[config.mk]
export PLATFORM = sky130hd
export DESIGN_NAME = ypk_packer
export DESIGN_NICKNAME = d
export VERILOG_FILES = /design/src/hw/ypk_pkg.sv /design/src/hw/ypk_packer.sv
export SDC_FILE = /design/constraint.sdc
export NUM_CORES = 1
export LEC_CHECK = 0
export ABC_AREA = 1
export BUFFER_PORTS_ARGS = -buffer_cell sky130_fd_sc_hd__clkbuf_2
export CELL_PAD_IN_SITES_DETAIL_PLACEMENT = 1
export CELL_PAD_IN_SITES_GLOBAL_PLACEMENT = 2
export CORE_UTILIZATION = 43
export DETAILED_ROUTE_END_ITERATION = 16
export PLACE_DENSITY = 0.9
export SLEW_MARGIN = 30
export SYNTH_ARGS = -nofsm -noshare
export SYNTH_HDL_FRONTEND = slang
export SYNTH_SLANG_ARGS = --single-unit
[constraint.sdc]
create_clock -name core_clk -period 3.8 [get_ports core_clk]
set_input_delay 0.38 -clock core_clk [delete_from_list [all_inputs] [get_ports core_clk]]
set_output_delay 0.38 -clock core_clk [all_outputs]
set_load 0.1 [all_outputs]
[src/hw/ypk_pkg.sv]
// Package for the 4:2:2 pixel packer: constants, format codes and stream carriers.
package ypk_pkg;

    // Sample width of each colour input and each output byte.
    localparam int COLOR_W = 8;

    // Weights in 1/256 units, rounded to nearest; all sums of a row are exact.
    localparam int FRAC_BITS = 8;
    localparam logic signed [9:0] W_Y_R  = 10'sd77;   // 0.30 scaled.
    localparam logic signed [9:0] W_Y_G  = 10'sd151;  // 0.59 scaled.
    localparam logic signed [9:0] W_Y_B  = 10'sd28;   // 0.11 scaled.
    localparam logic signed [9:0] W_CB_R = -10'sd44;  // -0.17 scaled.
    localparam logic signed [9:0] W_CB_G = -10'sd84;  // -0.33 scaled.
    localparam logic signed [9:0] W_CB_B = 10'sd128;  // 0.50 scaled.
    localparam logic signed [9:0] W_CR_R = 10'sd128;  // 0.50 scaled.
    localparam logic signed [9:0] W_CR_G = -10'sd105; // -0.41 scaled.
    localparam logic signed [9:0] W_CR_B = -10'sd23;  // -0.09 scaled.
    localparam logic signed [19:0] ROUND_HALF = 20'sd128; // Half an LSB.

    // Saturation limits and chroma offset.
    localparam logic signed [19:0] LUMA_MIN   = 20'sd0;
    localparam logic signed [19:0] LUMA_MAX   = 20'sd255;
    localparam logic signed [19:0] CHROMA_MIN = -20'sd128;
    localparam logic signed [19:0] CHROMA_MAX = 20'sd127;
    localparam logic [7:0]         CHROMA_OFFSET = 8'h80;

    // Bytes per pixel-pair group.
    localparam int GROUP_BYTES = 4;

    // Byte order selection.
    typedef enum logic {
        standard_order_chroma_first_format = 1'b0,
        luma_first_order_format            = 1'b1
    } ypk_order_e;

    // Incoming RGB pixel with frame markers.
    typedef struct packed {
        logic [7:0] red;
        logic [7:0] green;
        logic [7:0] blue;
        logic       sof;  // First pixel of a frame.
        logic       eof;  // Last pixel of a frame.
    } ypk_pix_s;

    // Outgoing byte with frame markers.
    typedef struct packed {
        logic [7:0] data;
        logic       sof;
        logic       eof;
    } ypk_byte_s;

endpackage

[src/hw/ypk_packer.sv]
// Converts RGB pixels to luma/chroma and packs pixel pairs into a 4:2:2 byte stream.
`timescale 1ns/1ns
`default_nettype none
module ypk_packer
    import ypk_pkg::*;
(
    input  wire logic       core_clk,
    input  wire logic       rst_n,
    input  wire logic       order_sel,   // Requested byte order, 1 = luma first.
    input  wire logic       pix_valid,
    output logic            pix_ready,
    input  wire ypk_pix_s   pix_in,
    output logic            byte_valid,
    input  wire logic       byte_ready,
    output ypk_byte_s       byte_out
);

    // Packer states, one-hot.
    typedef enum logic [2:0] {
        ST_EVEN = 3'b001,  // Waiting for the even pixel of a pair.
        ST_ODD  = 3'b010,  // Waiting for the odd pixel of a pair.
        ST_SEND = 3'b100   // Shifting out the four bytes of a group.
    } ypk_state_e;

    ////////////////////////////////////////////////////////////////////////////
    // Colour conversion, purely combinational on the incoming pixel.

    logic signed [19:0] y_acc;   // Luma before rounding.
    logic signed [19:0] cb_acc;  // Blue difference before rounding.
    logic signed [19:0] cr_acc;  // Red difference before rounding.
    logic signed [19:0] y_sh;    // Rounded luma.
    logic signed [19:0] cb_sh;   // Rounded blue difference.
    logic signed [19:0] cr_sh;   // Rounded red difference.
    logic [7:0]         y_byte;  // Encoded luma.
    logic [7:0]         cb_byte; // Encoded blue difference.
    logic [7:0]         cr_byte; // Encoded red difference.
    logic signed [19:0] y_cl;    // Saturated luma.
    logic signed [19:0] cb_cl;   // Saturated blue difference.
    logic signed [19:0] cr_cl;   // Saturated red difference.

    // Clamp a signed value into a range; keeps codes from wrapping.
    function automatic logic signed [19:0] clamp(input logic signed [19:0] v,
                                                 input logic signed [19:0] lo,
                                                 input logic signed [19:0] hi);
        logic signed [19:0] r;
        r = v;
        if (v < lo) begin
            r = lo;
        end else if (v > hi) begin
            r = hi;
        end
        return r;
    endfunction

    // Weighted sums, rounded with an arithmetic shift, then saturated and encoded.
    always_comb begin
        y_acc  = W_Y_R * $signed({12'h000, pix_in.red}) + W_Y_G * $signed({12'h000, pix_in.green})
               + W_Y_B * $signed({12'h000, pix_in.blue});
        cb_acc = W_CB_R * $signed({12'h000, pix_in.red})
               + W_CB_G * $signed({12'h000, pix_in.green})
               + W_CB_B * $signed({12'h000, pix_in.blue});
        cr_acc = W_CR_R * $signed({12'h000, pix_in.red})
               + W_CR_G * $signed({12'h000, pix_in.green})
               + W_CR_B * $signed({12'h000, pix_in.blue});
        y_sh   = (y_acc + ROUND_HALF) >>> FRAC_BITS;
        cb_sh  = (cb_acc + ROUND_HALF) >>> FRAC_BITS;
        cr_sh  = (cr_acc + ROUND_HALF) >>> FRAC_BITS;
        // Saturate before encoding, so that no code can wrap around.
        y_cl    = clamp(y_sh, LUMA_MIN, LUMA_MAX);
        cb_cl   = clamp(cb_sh, CHROMA_MIN, CHROMA_MAX);
        cr_cl   = clamp(cr_sh, CHROMA_MIN, CHROMA_MAX);
        // Luma travels as a plain unsigned level.
        y_byte  = y_cl[7:0];
        // Chroma is offset after saturation, so -128 maps to 0x00.
        cb_byte = cb_cl[7:0] + CHROMA_OFFSET;
        cr_byte = cr_cl[7:0] + CHROMA_OFFSET;
    end

    ////////////////////////////////////////////////////////////////////////////
    // Pair capture and byte sequencing.

    ypk_state_e state;       // Current packer state.
    ypk_state_e next_state;
    ypk_order_e frame_order; // Byte order in force for the current frame.
    ypk_order_e next_frame_order;
    logic [7:0] hold_y0;     // Luma of the even pixel.
    logic [7:0] next_hold_y0;
    logic [7:0] hold_cb;     // Chroma of the even pixel; odd pixel chroma is dropped.
    logic [7:0] next_hold_cb;
    logic [7:0] hold_cr;
    logic [7:0] next_hold_cr;
    logic [7:0] hold_y1;     // Luma of the odd pixel.
    logic [7:0] next_hold_y1;
    logic       hold_sof;    // Group opens a frame.
    logic       next_hold_sof;
    logic       hold_eof;    // Group closes a frame.
    logic       next_hold_eof;
    logic [1:0] byte_idx;    // Position within the four-byte group.
    logic [1:0] next_byte_idx;
    logic       next_pix_ready;
    logic       next_byte_valid;
    ypk_byte_s  next_byte_out;
    logic       take;        // A pixel is accepted this cycle.
    logic       group_done;  // The last byte of a group is accepted.
    logic [7:0] sel_byte;    // Byte chosen for the next output slot.
    logic [1:0] sel_idx;     // Slot whose byte goes out next.

    assign take       = pix_valid && pix_ready;
    assign group_done = byte_valid && byte_ready && (byte_idx == 2'(GROUP_BYTES - 1));

    // Picks the byte for a slot; only the order differs between formats.
    function automatic logic [7:0] pick(input ypk_order_e ord, input logic [1:0] idx,
                                        input logic [7:0] y0, input logic [7:0] cb,
                                        input logic [7:0] cr, input logic [7:0] y1);
        logic [7:0] b;
        b = y0;
        if (ord == standard_order_chroma_first_format) begin
            case (idx)
                2'h0:    b = cb;
                2'h1:    b = y0;
                2'h2:    b = cr;
                default: b = y1;
            endcase
        end else begin
            case (idx)
                2'h0:    b = y0;
                2'h1:    b = cb;
                2'h2:    b = y1;
                default: b = cr;
            endcase
        end
        return b;
    endfunction

    // Next-state logic for capture, order latching and output.
    always_comb begin
        next_state       = state;
        next_frame_order = frame_order;
        next_hold_y0     = hold_y0;
        next_hold_cb     = hold_cb;
        next_hold_cr     = hold_cr;
        next_hold_y1     = hold_y1;
        next_hold_sof    = hold_sof;
        next_hold_eof    = hold_eof;
        next_byte_idx    = byte_idx;
        next_pix_ready   = pix_ready;
        next_byte_valid  = byte_valid;
        next_byte_out    = byte_out;
        sel_idx          = 2'h0;
        sel_byte         = 8'h00;
        case (state)
            ST_EVEN: begin
                // Input is open whenever no pair is held; after reset it opens on the first clock edge.
                next_pix_ready = 1'b1;
                if (take) begin
                    // Order is sampled only on a frame's first pixel.
                    if (pix_in.sof) begin
                        next_frame_order = ypk_order_e'(order_sel);
                    end
                    next_hold_y0  = y_byte;
                    next_hold_cb  = cb_byte;
                    next_hold_cr  = cr_byte;
                    next_hold_sof = pix_in.sof;
                    next_state    = ST_ODD;
                end
            end
            ST_ODD: begin
                if (take) begin
                    // Odd pixel adds only its luma; the group is then complete.
                    next_hold_y1    = y_byte;
                    next_hold_eof   = pix_in.eof;
                    next_pix_ready  = 1'b0;
                    next_byte_idx   = 2'h0;
                    next_byte_valid = 1'b1;
                    next_byte_out.data = pick(frame_order, 2'h0, hold_y0, hold_cb, hold_cr,
                                              y_byte);
                    next_byte_out.sof  = hold_sof;
                    next_byte_out.eof  = 1'b0;
                    next_state      = ST_SEND;
                end
            end
            ST_SEND: begin
                if (byte_valid && byte_ready) begin
                    if (group_done) begin
                        // Input reopens only after the whole group has left.
                        next_byte_valid = 1'b0;
                        next_pix_ready  = 1'b1;
                        next_state      = ST_EVEN;
                    end else begin
                        sel_idx  = byte_idx + 2'h1;
                        sel_byte = pick(frame_order, sel_idx, hold_y0, hold_cb, hold_cr,
                                        hold_y1);
                        next_byte_idx      = sel_idx;
                        next_byte_out.data = sel_byte;
                        next_byte_out.sof  = 1'b0;
                        next_byte_out.eof  = hold_eof && (sel_idx == 2'(GROUP_BYTES - 1));
                    end
                end
            end
            default: begin
                next_state     = ST_EVEN;
                next_pix_ready = 1'b1;
                next_byte_valid = 1'b0;
            end
        endcase
    end

    // Registers for the packer; all outputs come from here.
    always_ff @(posedge core_clk or negedge rst_n) begin
        if (!rst_n) begin
            state       <= ST_EVEN;
            frame_order <= standard_order_chroma_first_format;
            hold_y0     <= 8'h00;
            hold_cb     <= 8'h00;
            hold_cr     <= 8'h00;
            hold_y1     <= 8'h00;
            hold_sof    <= 1'b0;
            hold_eof    <= 1'b0;
            byte_idx    <= 2'h0;
            pix_ready   <= 1'b0;
            byte_valid  <= 1'b0;
            byte_out    <= '0;
        end else begin
            state       <= next_state;
            frame_order <= next_frame_order;
            hold_y0     <= next_hold_y0;
            hold_cb     <= next_hold_cb;
            hold_cr     <= next_hold_cr;
            hold_y1     <= next_hold_y1;
            hold_sof    <= next_hold_sof;
            hold_eof    <= next_hold_eof;
            byte_idx    <= next_byte_idx;
            pix_ready   <= next_pix_ready;
            byte_valid  <= next_byte_valid;
            byte_out    <= next_byte_out;
        end
    end

endmodule
`default_nettype wire

== Word level (Yosys, flattened, before mapping) ==
Index checks and enable logic that the tools add are counted.
Storage, ports and cells
  word-level logic and storage cells: 96
  bits of input ports: 31
  output and inout bits: 12
  flip-flop bits (word level): 52
Operators by class
  $add $sub $neg: 12
  bitwise operators: 1
  equal/unequal tests: 12
  order comparisons: 6
  mux-type cells: 31
  multiply operators: 7
  reductions and logical operators: 13
Operators by type and width (count)
  2-to-1 mux 8 bit: 8
  case mux 8 bit (3 select lines): 2
  adder 19 x 9 -> 20 bit, second input constant: 2
  adder 16 x 17 -> 18 bit: 2
  multiplier 6 x 9 -> 15 bit, first input constant: 2
  2-to-1 mux 10 bit: 3
  greater-than comparator 12 x 8 -> 1 bit, second input constant: 2
  < comparator 12 x 8 -> 1 bit, second input constant: 2
  case mux 10 bit (2 select lines): 1
  adder 18 x 15 -> 19 bit: 1
  adder 18 x 16 -> 19 bit: 1
  adder 18 x 8 -> 19 bit, second input constant: 1
  adder 17 x 13 -> 18 bit: 1
  adder 15 x 16 -> 17 bit: 1
  multiplier 8 x 9 -> 17 bit, first input constant: 1
  adder 8 bit, second input constant: 2
  multiplier 8 x 8 -> 16 bit, first input constant: 1
  multiplier 7 x 8 -> 15 bit, first input constant: 1
  multiplier 5 x 9 -> 14 bit, first input constant: 1
  2-to-1 mux 3 bit: 4
  AND reduction 4 bit: 3
  greater-than comparator 11 x 8 -> 1 bit, second input constant: 1
  < comparator 11 x 1 -> 1 bit, second input constant: 1
  multiplier 3 x 8 -> 11 bit, first input constant: 1
  19 further kinds: 37

== Longest topological paths before layout ==
Gate-level depths: netlist of run 1.
  word-level depth: 8
  depth in mapped cells: 36
  gate-level depth less buffers: 36

== Least setup slack after synthesis of run 1 ==
Ideal clock, no wire load.
  kind: input-to-reg
  from: in pix_in[12] (netlist bit)
  to: reg hold_cb[0]
  data required time: 3.684 ns
  cell stages on the path: 32
  library setup time: 0.116 ns
  path slack: -1.828 ns
  path buffers: 0
  data arrival time: 5.511 ns
  path through: inv_1 -> ha_1 -> inv_1 -> fa_1 -> fa_1 -> inv_1 -> ha_1 -> ha_1 -> a21oi_1 -> o21ai_0 -> a21oi_1 -> nor2_1 -> o21ai_0 -> nand2_1 -> xor2_1 -> fa_1 -> inv_1 -> ha_1 -> ha_1 -> nand2_1 -> nand2_1 -> o21bai_1 -> nor2_1 -> nand2_1 -> nand2_1 -> nand2_2 -> nor2_1 -> nand3b_1 -> nand2_4 -> nand2_1 -> nand2_1 -> nand2_1
Between the ends
  cells in the longest elaborated chain, start to end: 8
  elaborated cells between the ends (all ways): 9
  classes of those cells: 4 x add/sub; 1 x mul; 2 x order compare; 2 x mux
RTL lines
  start: declaration: line ypk_packer.sv:12  | input wire ypk_pix_s pix_in,
  multiplier 6 x 9 -> 15 bit (*): line ypk_packer.sv:60  | + W_CB_G * $signed({12'h000, pix_in.green})
  adder 16 x 17 -> 18 bit (*): line ypk_packer.sv:60
  adder 18 x 16 -> 19 bit (*): line ypk_packer.sv:61  | + W_CB_B * $signed({12'h000, pix_in.blue});
  adder 19 x 9 -> 20 bit (*): line ypk_packer.sv:66  | cb_sh = (cb_acc + ROUND_HALF) >>> FRAC_BITS;
  greater-than comparator 12 x 8 -> 1 bit: line ypk_packer.sv:49  | end else if (v > hi) begin
  2-to-1 mux 8 bit: line ypk_packer.sv:49
  2-to-1 mux 8 bit (*): line ypk_packer.sv:47  | if (v < lo) begin
  adder 8 bit (*): line ypk_packer.sv:75  | cb_byte = cb_cl[7:0] + CHROMA_OFFSET;
  end signal: assignment: line ypk_packer.sv:227  | hold_cb <= next_hold_cb;
  end: declaration: line ypk_packer.sv:88  | logic [7:0] hold_cb;
Mark *: on every way between the ends. The rest lies on a longest branch, timed or not.
A chain may end at the register's enable or synchronous reset.

== Worst setup path in the final report of run 1 ==
  from: in pix_in[12] (netlist bit)
  to: reg hold_cb[3]
The elaborated chain is that of the path after synthesis.

==> metrics.txt, run 1 <==
status=finished with violations; failing checks=design-rule violations, negative setup slack; Slew headroom=54.0%; gr usage total=31.2%; Fin. Hold Viols=0; r2r endpoint=byte_out[3]; Hold Path Class=primary input to asynchronous set/reset pin; CTS buffer count=5; worst reg2reg startpoint=state[1]; Yosys warnings=0; CTS root buf=clkbuf_16; vias in the first global route=12600; Port Buffers=42; Worst-Margin Slew=0.689 ns; placed cells=2022; slowest library cell on the worst path=fa_1; total negative setup slack=-49.24 ns; router iterations before antenna repair=12; initial antenna violation count=0; distinct cell type count after synthesis=41; skew final=0.00544 ns; Slew Viols, Final=0; Avg Cell Area, Syn=7.96 um2; total gr overflow=0; # IOs=43; Worst setup endpoint=hold_cb[3]; Ant. Diodes=0; WP data required=3.99 ns; H-tree levels=2; DP Wirelength=33900 um; Reg2Reg Depth=9; Post-DRT Antenna Nets=0; startpoint types=primary input; Tcrit/Tclk final=147%; Syn Nets=1852; clk sinks=52; CTS tree=done; worst setup path start=pix_in[12]; initial core utilization=44.1%; dpl cell area=14200 um2; design area=15700 um2; achievable frequency=179 MHz; Critical Path End Type=register; Worst-Skew Late Latency=0.30 ns; first-pass GRT wire length=66700 um; clock buffer depth=2; max incr delay on CP=0.59 ns; reg2reg setup slack=1.55 ns; Synth-to-Final Area Change=36.1%; fin worst setup slack=-1.79 ns; largest net degree at the start of global routing=40; final wirelength=47800 um; crit path kind=primary input to register; # DRC=2; CTS hold repair buffers=0; most frequent CP cell=ha_4; Finished Layout Cells=2069; GP Congestion=0.903; DR vias=11400; drt wl/cell=23.1 um; layout cells sized above 1=33.2%; Fin Hold WS=0.0728 ns; Synth Register Bits=52; final worst path period need=5.59 ns; die area=27400 um2; gate count after technology mapping=1447; area of the mapped netlist=11500 um2; initial drt markers=645; die width=166 um; Worst EP arrival=5.78 ns; sequential area share after synthesis=11.3%; clock-pin slew on the worst setup and hold paths=0.07 ns; die height=166 um; DR vias/cell=5.51; unrepaired setup endpoints after global routing=yes; core area=26100 um2; Finish-stage setup viols=32; nets=2138; cell row count=59; MaxCap Viol Count=0; Crit Path Max Fanout=7
==> area by class of cell <==
| class | instances | area (um2) |
|---|---|---|
| fill | 3063 | 10500 |
| multi-input combinational | 1030 | 10100 |
| timing repair buffer | 295 | 2350 |
| inverter | 349 | 1340 |
| sequential | 52 | 1300 |
| tap | 335 | 419 |
| clock buffer | 5 | 125 |
| clock inverter | 3 | 21.3 |
==> flip-flops by register name (all words and copies together) (netlist names) <==
| register | flops |
|---|---|
| byte_idx | 2 |
| byte_out | 10 |
| byte_valid | 1 |
| frame_order | 1 |
| hold_cb | 8 |
| hold_cr | 8 |
| hold_eof | 1 |
| hold_sof | 1 |
| hold_y0 | 8 |
| hold_y1 | 8 |
| pix_ready | 1 |
| state | 3 |
==> cells by family after synthesis <==
logic type	count (synthesis)	share of synthesized area (%)
flip-flops	52	11.3
buffers and inverters	365	11.9
AND/OR/NAND/NOR	429	15.5
XOR/XNOR	36	2.74
adder cells (fa/ha/maj)	374	49.3
AO/OA/AOI/OAI	191	9.17
==> Yosys cell counts <==
cell type	instances	area (um2)
a21o_1	4	30.0
buf_2	2	10.0
nand4_1	4	25.0
nor3_2	2	20.0
inv_1	347	1300
buf_1	1	3.75
o221ai_1	1	8.76
ha_1	241	3020
fa_1	133	2660
a21oi_1	88	440
nand3b_1	3	22.5
nor3_1	9	45.0
a31oi_1	7	43.8
inv_2	2	7.51
nand2_4	1	11.3
o31ai_1	1	7.51
a21oi_2	1	8.76
xnor2_1	14	123
o2111ai_1	1	8.76
dfrtp_1	51	1280
nand3_1	48	240
nand2_1	285	1070
nand2_2	10	62.6
nor2_2	5	31.3
a221oi_1	4	35.0
o21ai_0	65	325
o21ai_1	4	20.0
and3_1	2	12.5
o21a_1	3	22.5
o21bai_2	1	11.3
a2bb2oi_1	1	8.76
o21ai_2	1	8.76
nor4_1	1	6.26
nand4_2	1	12.5
xor2_1	22	193
nand3_2	2	20.0
clkbuf_1	13	48.8
dfstp_2	1	26.3
o21bai_1	8	60.1
a21oi_4	1	16.3
nor2_1	56	210
==> worst max-delay path: cells and delay by family <==
family / cells / cell delay (ns)
buf+inv: 6 / 0.42
compound gates: 5 / 0.75
fa+ha+maj: 8 / 2.92
simple gates: 13 / 1.10
xor+xnor: 1 / 0.18
==> what timing repair did <==
item / in CTS / in global routing
hold endpoints to repair: 0 / 0
resized for setup: 119 / 141
setup buffers: 28 / 14
pin swaps: 104 / 111
setup endpoints to repair: 32 / 32
==> layer usage <==
layer | GRT usage [%] | part of all wire [%]
met5 | 0 | 0
met4 | 11.1 | 6.1
met3 | 2.46 | 4.4
met2 | 58.7 | 51
met1 | 37.1 | 39
==> per-stage QoR <==
step	utilization (%)	setup WS (ns)
detailed placement	54.2	-1.98
global placement	54.2	-1.86
CTS	57.5	-1.62
floorplan	-	-1.42
global route	60.0	-2.02
finish	60.0	-1.79
==> cells in the final DEF (no fill, tap or decap), types with 37 or more instances in the layout <==
| master | n |
|---|---|
| ha_4 | 44 |
| dfrtp_1 | 51 |
| a21oi_1 | 57 |
| o21ai_0 | 44 |
| nand2_2 | 59 |
| fa_1 | 120 |
| inv_2 | 37 |
| nor2_1 | 37 |
| nand2_1 | 229 |
| buf_4 | 231 |
| ha_1 | 195 |
| inv_1 | 304 |
==> how the worst min path moves through the flow <==
| stage | startpoint | end | slack, ns | cells past startpoint |
|---|---|---|---|---|
| floorplan | rst_n | byte_idx[0] | 0.08 | 0 |
| global placement | rst_n | byte_out[0] | 0.41 | 1 |
| detailed placement | rst_n | byte_out[0] | 0.42 | 1 |
| CTS | rst_n | hold_y0[7] | 0.1 | 1 |
| global route | rst_n | byte_out[0] | 0.12 | 1 |
| finish | rst_n | byte_out[0] | 0.07 | 1 |
Power of run 1 is left out: the tool's default activity adds up to more than one toggle a clock period on the data nets, which glitch-free logic cannot reach.
==> run 2: changes to the inputs <==
--- a/config.mk
+++ b/config.mk
@@ -7,8 +7,10 @@
 export LEC_CHECK = 0
 export ABC_AREA = 1
 export BUFFER_PORTS_ARGS = -buffer_cell sky130_fd_sc_hd__clkbuf_2
+export CAP_MARGIN = 10
 export CELL_PAD_IN_SITES_DETAIL_PLACEMENT = 1
 export CELL_PAD_IN_SITES_GLOBAL_PLACEMENT = 2
+export CORE_MARGIN = 2
 export CORE_UTILIZATION = 43
 export DETAILED_ROUTE_END_ITERATION = 16
 export PLACE_DENSITY = 0.9
==> metrics.txt, run 2 (synthesis results as in run 1) <==
initial core utilization=43.9%; Tcrit/Tclk final=148%; fin worst setup slack=-1.82 ns; gr usage total=30.8%; GP Congestion=0.878; Synth-to-Final Area Change=37.4%; crit path kind=primary input to register; Hold Path Class=primary input to asynchronous set/reset pin; CTS hold repair buffers=0; failing checks=negative setup slack; Biggest register=byte_out; initial drt markers=697; reg2reg setup slack=1.29 ns; dpl ws=-2.06 ns; placed cells=2020; nets=2138; DP Wirelength=32700 um; final wirelength=47800 um; # DRC=0; first-pass GRT wire length=67200 um; clk sinks=52; CTS root buf=clkbuf_16; die height=168 um; total gr overflow=0; initial antenna violation count=0; Reg2Reg Depth=9; DR vias/cell=5.45; Worst EP arrival=5.86 ns; startpoint types=primary input; Post-DRT Antenna Nets=0; Largest register FFs=10; Slew headroom=53.1%; die area=28100 um2; unrepaired setup endpoints after global routing=yes; Ant. Diodes=0; slowest library cell on the worst path=fa_1; status=finished with violations; router iterations before antenna repair=5; final worst path period need=5.62 ns; CTS tree=done; most frequent CP cell=nand2_1; largest net degree at the start of global routing=53; Crit Path Max Fanout=7; H-tree levels=2; MaxCap Viol Count=0; # IOs=43; Worst-Margin Slew=0.698 ns; die width=168 um; CTS buffer count=5; layout cells sized above 1=33.7%; Critical Path End Type=register; max incr delay on CP=0.48 ns; Port Buffers=42; commonest non-fill, non-tap cell in the layout=inv_1; clock buffer depth=2; achievable frequency=178 MHz; WP data required=4.04 ns; worst reg2reg startpoint=state[1]; cell row count=59; core area=26200 um2; drt wl/cell=23.1 um; clock-pin slew on the worst setup and hold paths=0.08 ns; Finish-stage setup viols=32; vias in the first global route=12500; commonest cells after routing, fill and taps aside=inv_1 (304), buf_4 (236), nand2_1 (229); Worst-Skew Late Latency=0.30 ns; skew final=0.00636 ns; Fin. Hold Viols=0; Finished Layout Cells=2069; DR vias=11300; Slew Viols, Final=0; r2r endpoint=byte_out[6]
==> run 2: critical path: cells and delay by family <==
kind | cells | cell delay (ns)
compound gates | 3 | 0.41
simple gates | 12 | 1.20
fa+ha+maj | 8 | 2.83
buf+inv | 7 | 0.85
xor+xnor | 1 | 0.18
==> run 2: repair_timing <==
action                                  CTS  global route
pin swaps                                89           131
endpoints found under the setup margin   32            32
gates resized for setup                 137           165
setup buffers                            26            21
==> run 2: how the worst max path moves through the flow <==
stage / cells after the start / from / endpoint / slack, ns
after CTS: 33 / pix_in[12] / hold_cb[5] / -1.49
after global routing: 32 / pix_in[12] / hold_cb[6] / -2.05
after floorplan: 29 / pix_in[11] / hold_cb[0] / -1.42
after detailed placement: 29 / pix_in[13] / hold_cb[4] / -2.06
final: 31 / pix_in[12] / hold_cb[0] / -1.82
after global placement: 31 / pix_in[13] / hold_cb[6] / -1.81
==> run 2: per-layer routing <==
metal / share of wire [%] / global-route usage [%] / vias up
li1: - / - / 5076
met1: 39 / 36.8 / 5661
met2: 51 / 55.7 / 374
met3: 3.8 / 2.67 / 174
met4: 6.0 / 15.3 / 0
met5: 0 / 0 / -
==> run 2: area by class of cell <==
type	instances	area, um2
Clock buffer	5	125
Timing Repair Buffer	295	2310
Sequential cell	52	1300
Tap cell	335	419
Inverter	349	1330
Multi-Input combinational cell	1030	10300
Fill cell	3013	10400
Clock inverter	3	27.5
==> run 2: metrics by stage <==
stage / TNS, ns / util (%) / instance area, um2 / hold slack [ns]
floorplan: -31.95 / - / 11900 / 0.0844
global placement: -54.52 / 53.9 / 14100 / 0.459
detailed placement: -59.59 / 53.9 / 14100 / 0.470
CTS: -38.86 / 57.7 / 15100 / 0.235
global route: -50.80 / 60.4 / 15800 / 0.253
finish: -45.75 / 60.4 / 15800 / 0.205
Power of run 2 is left out for the same reason.
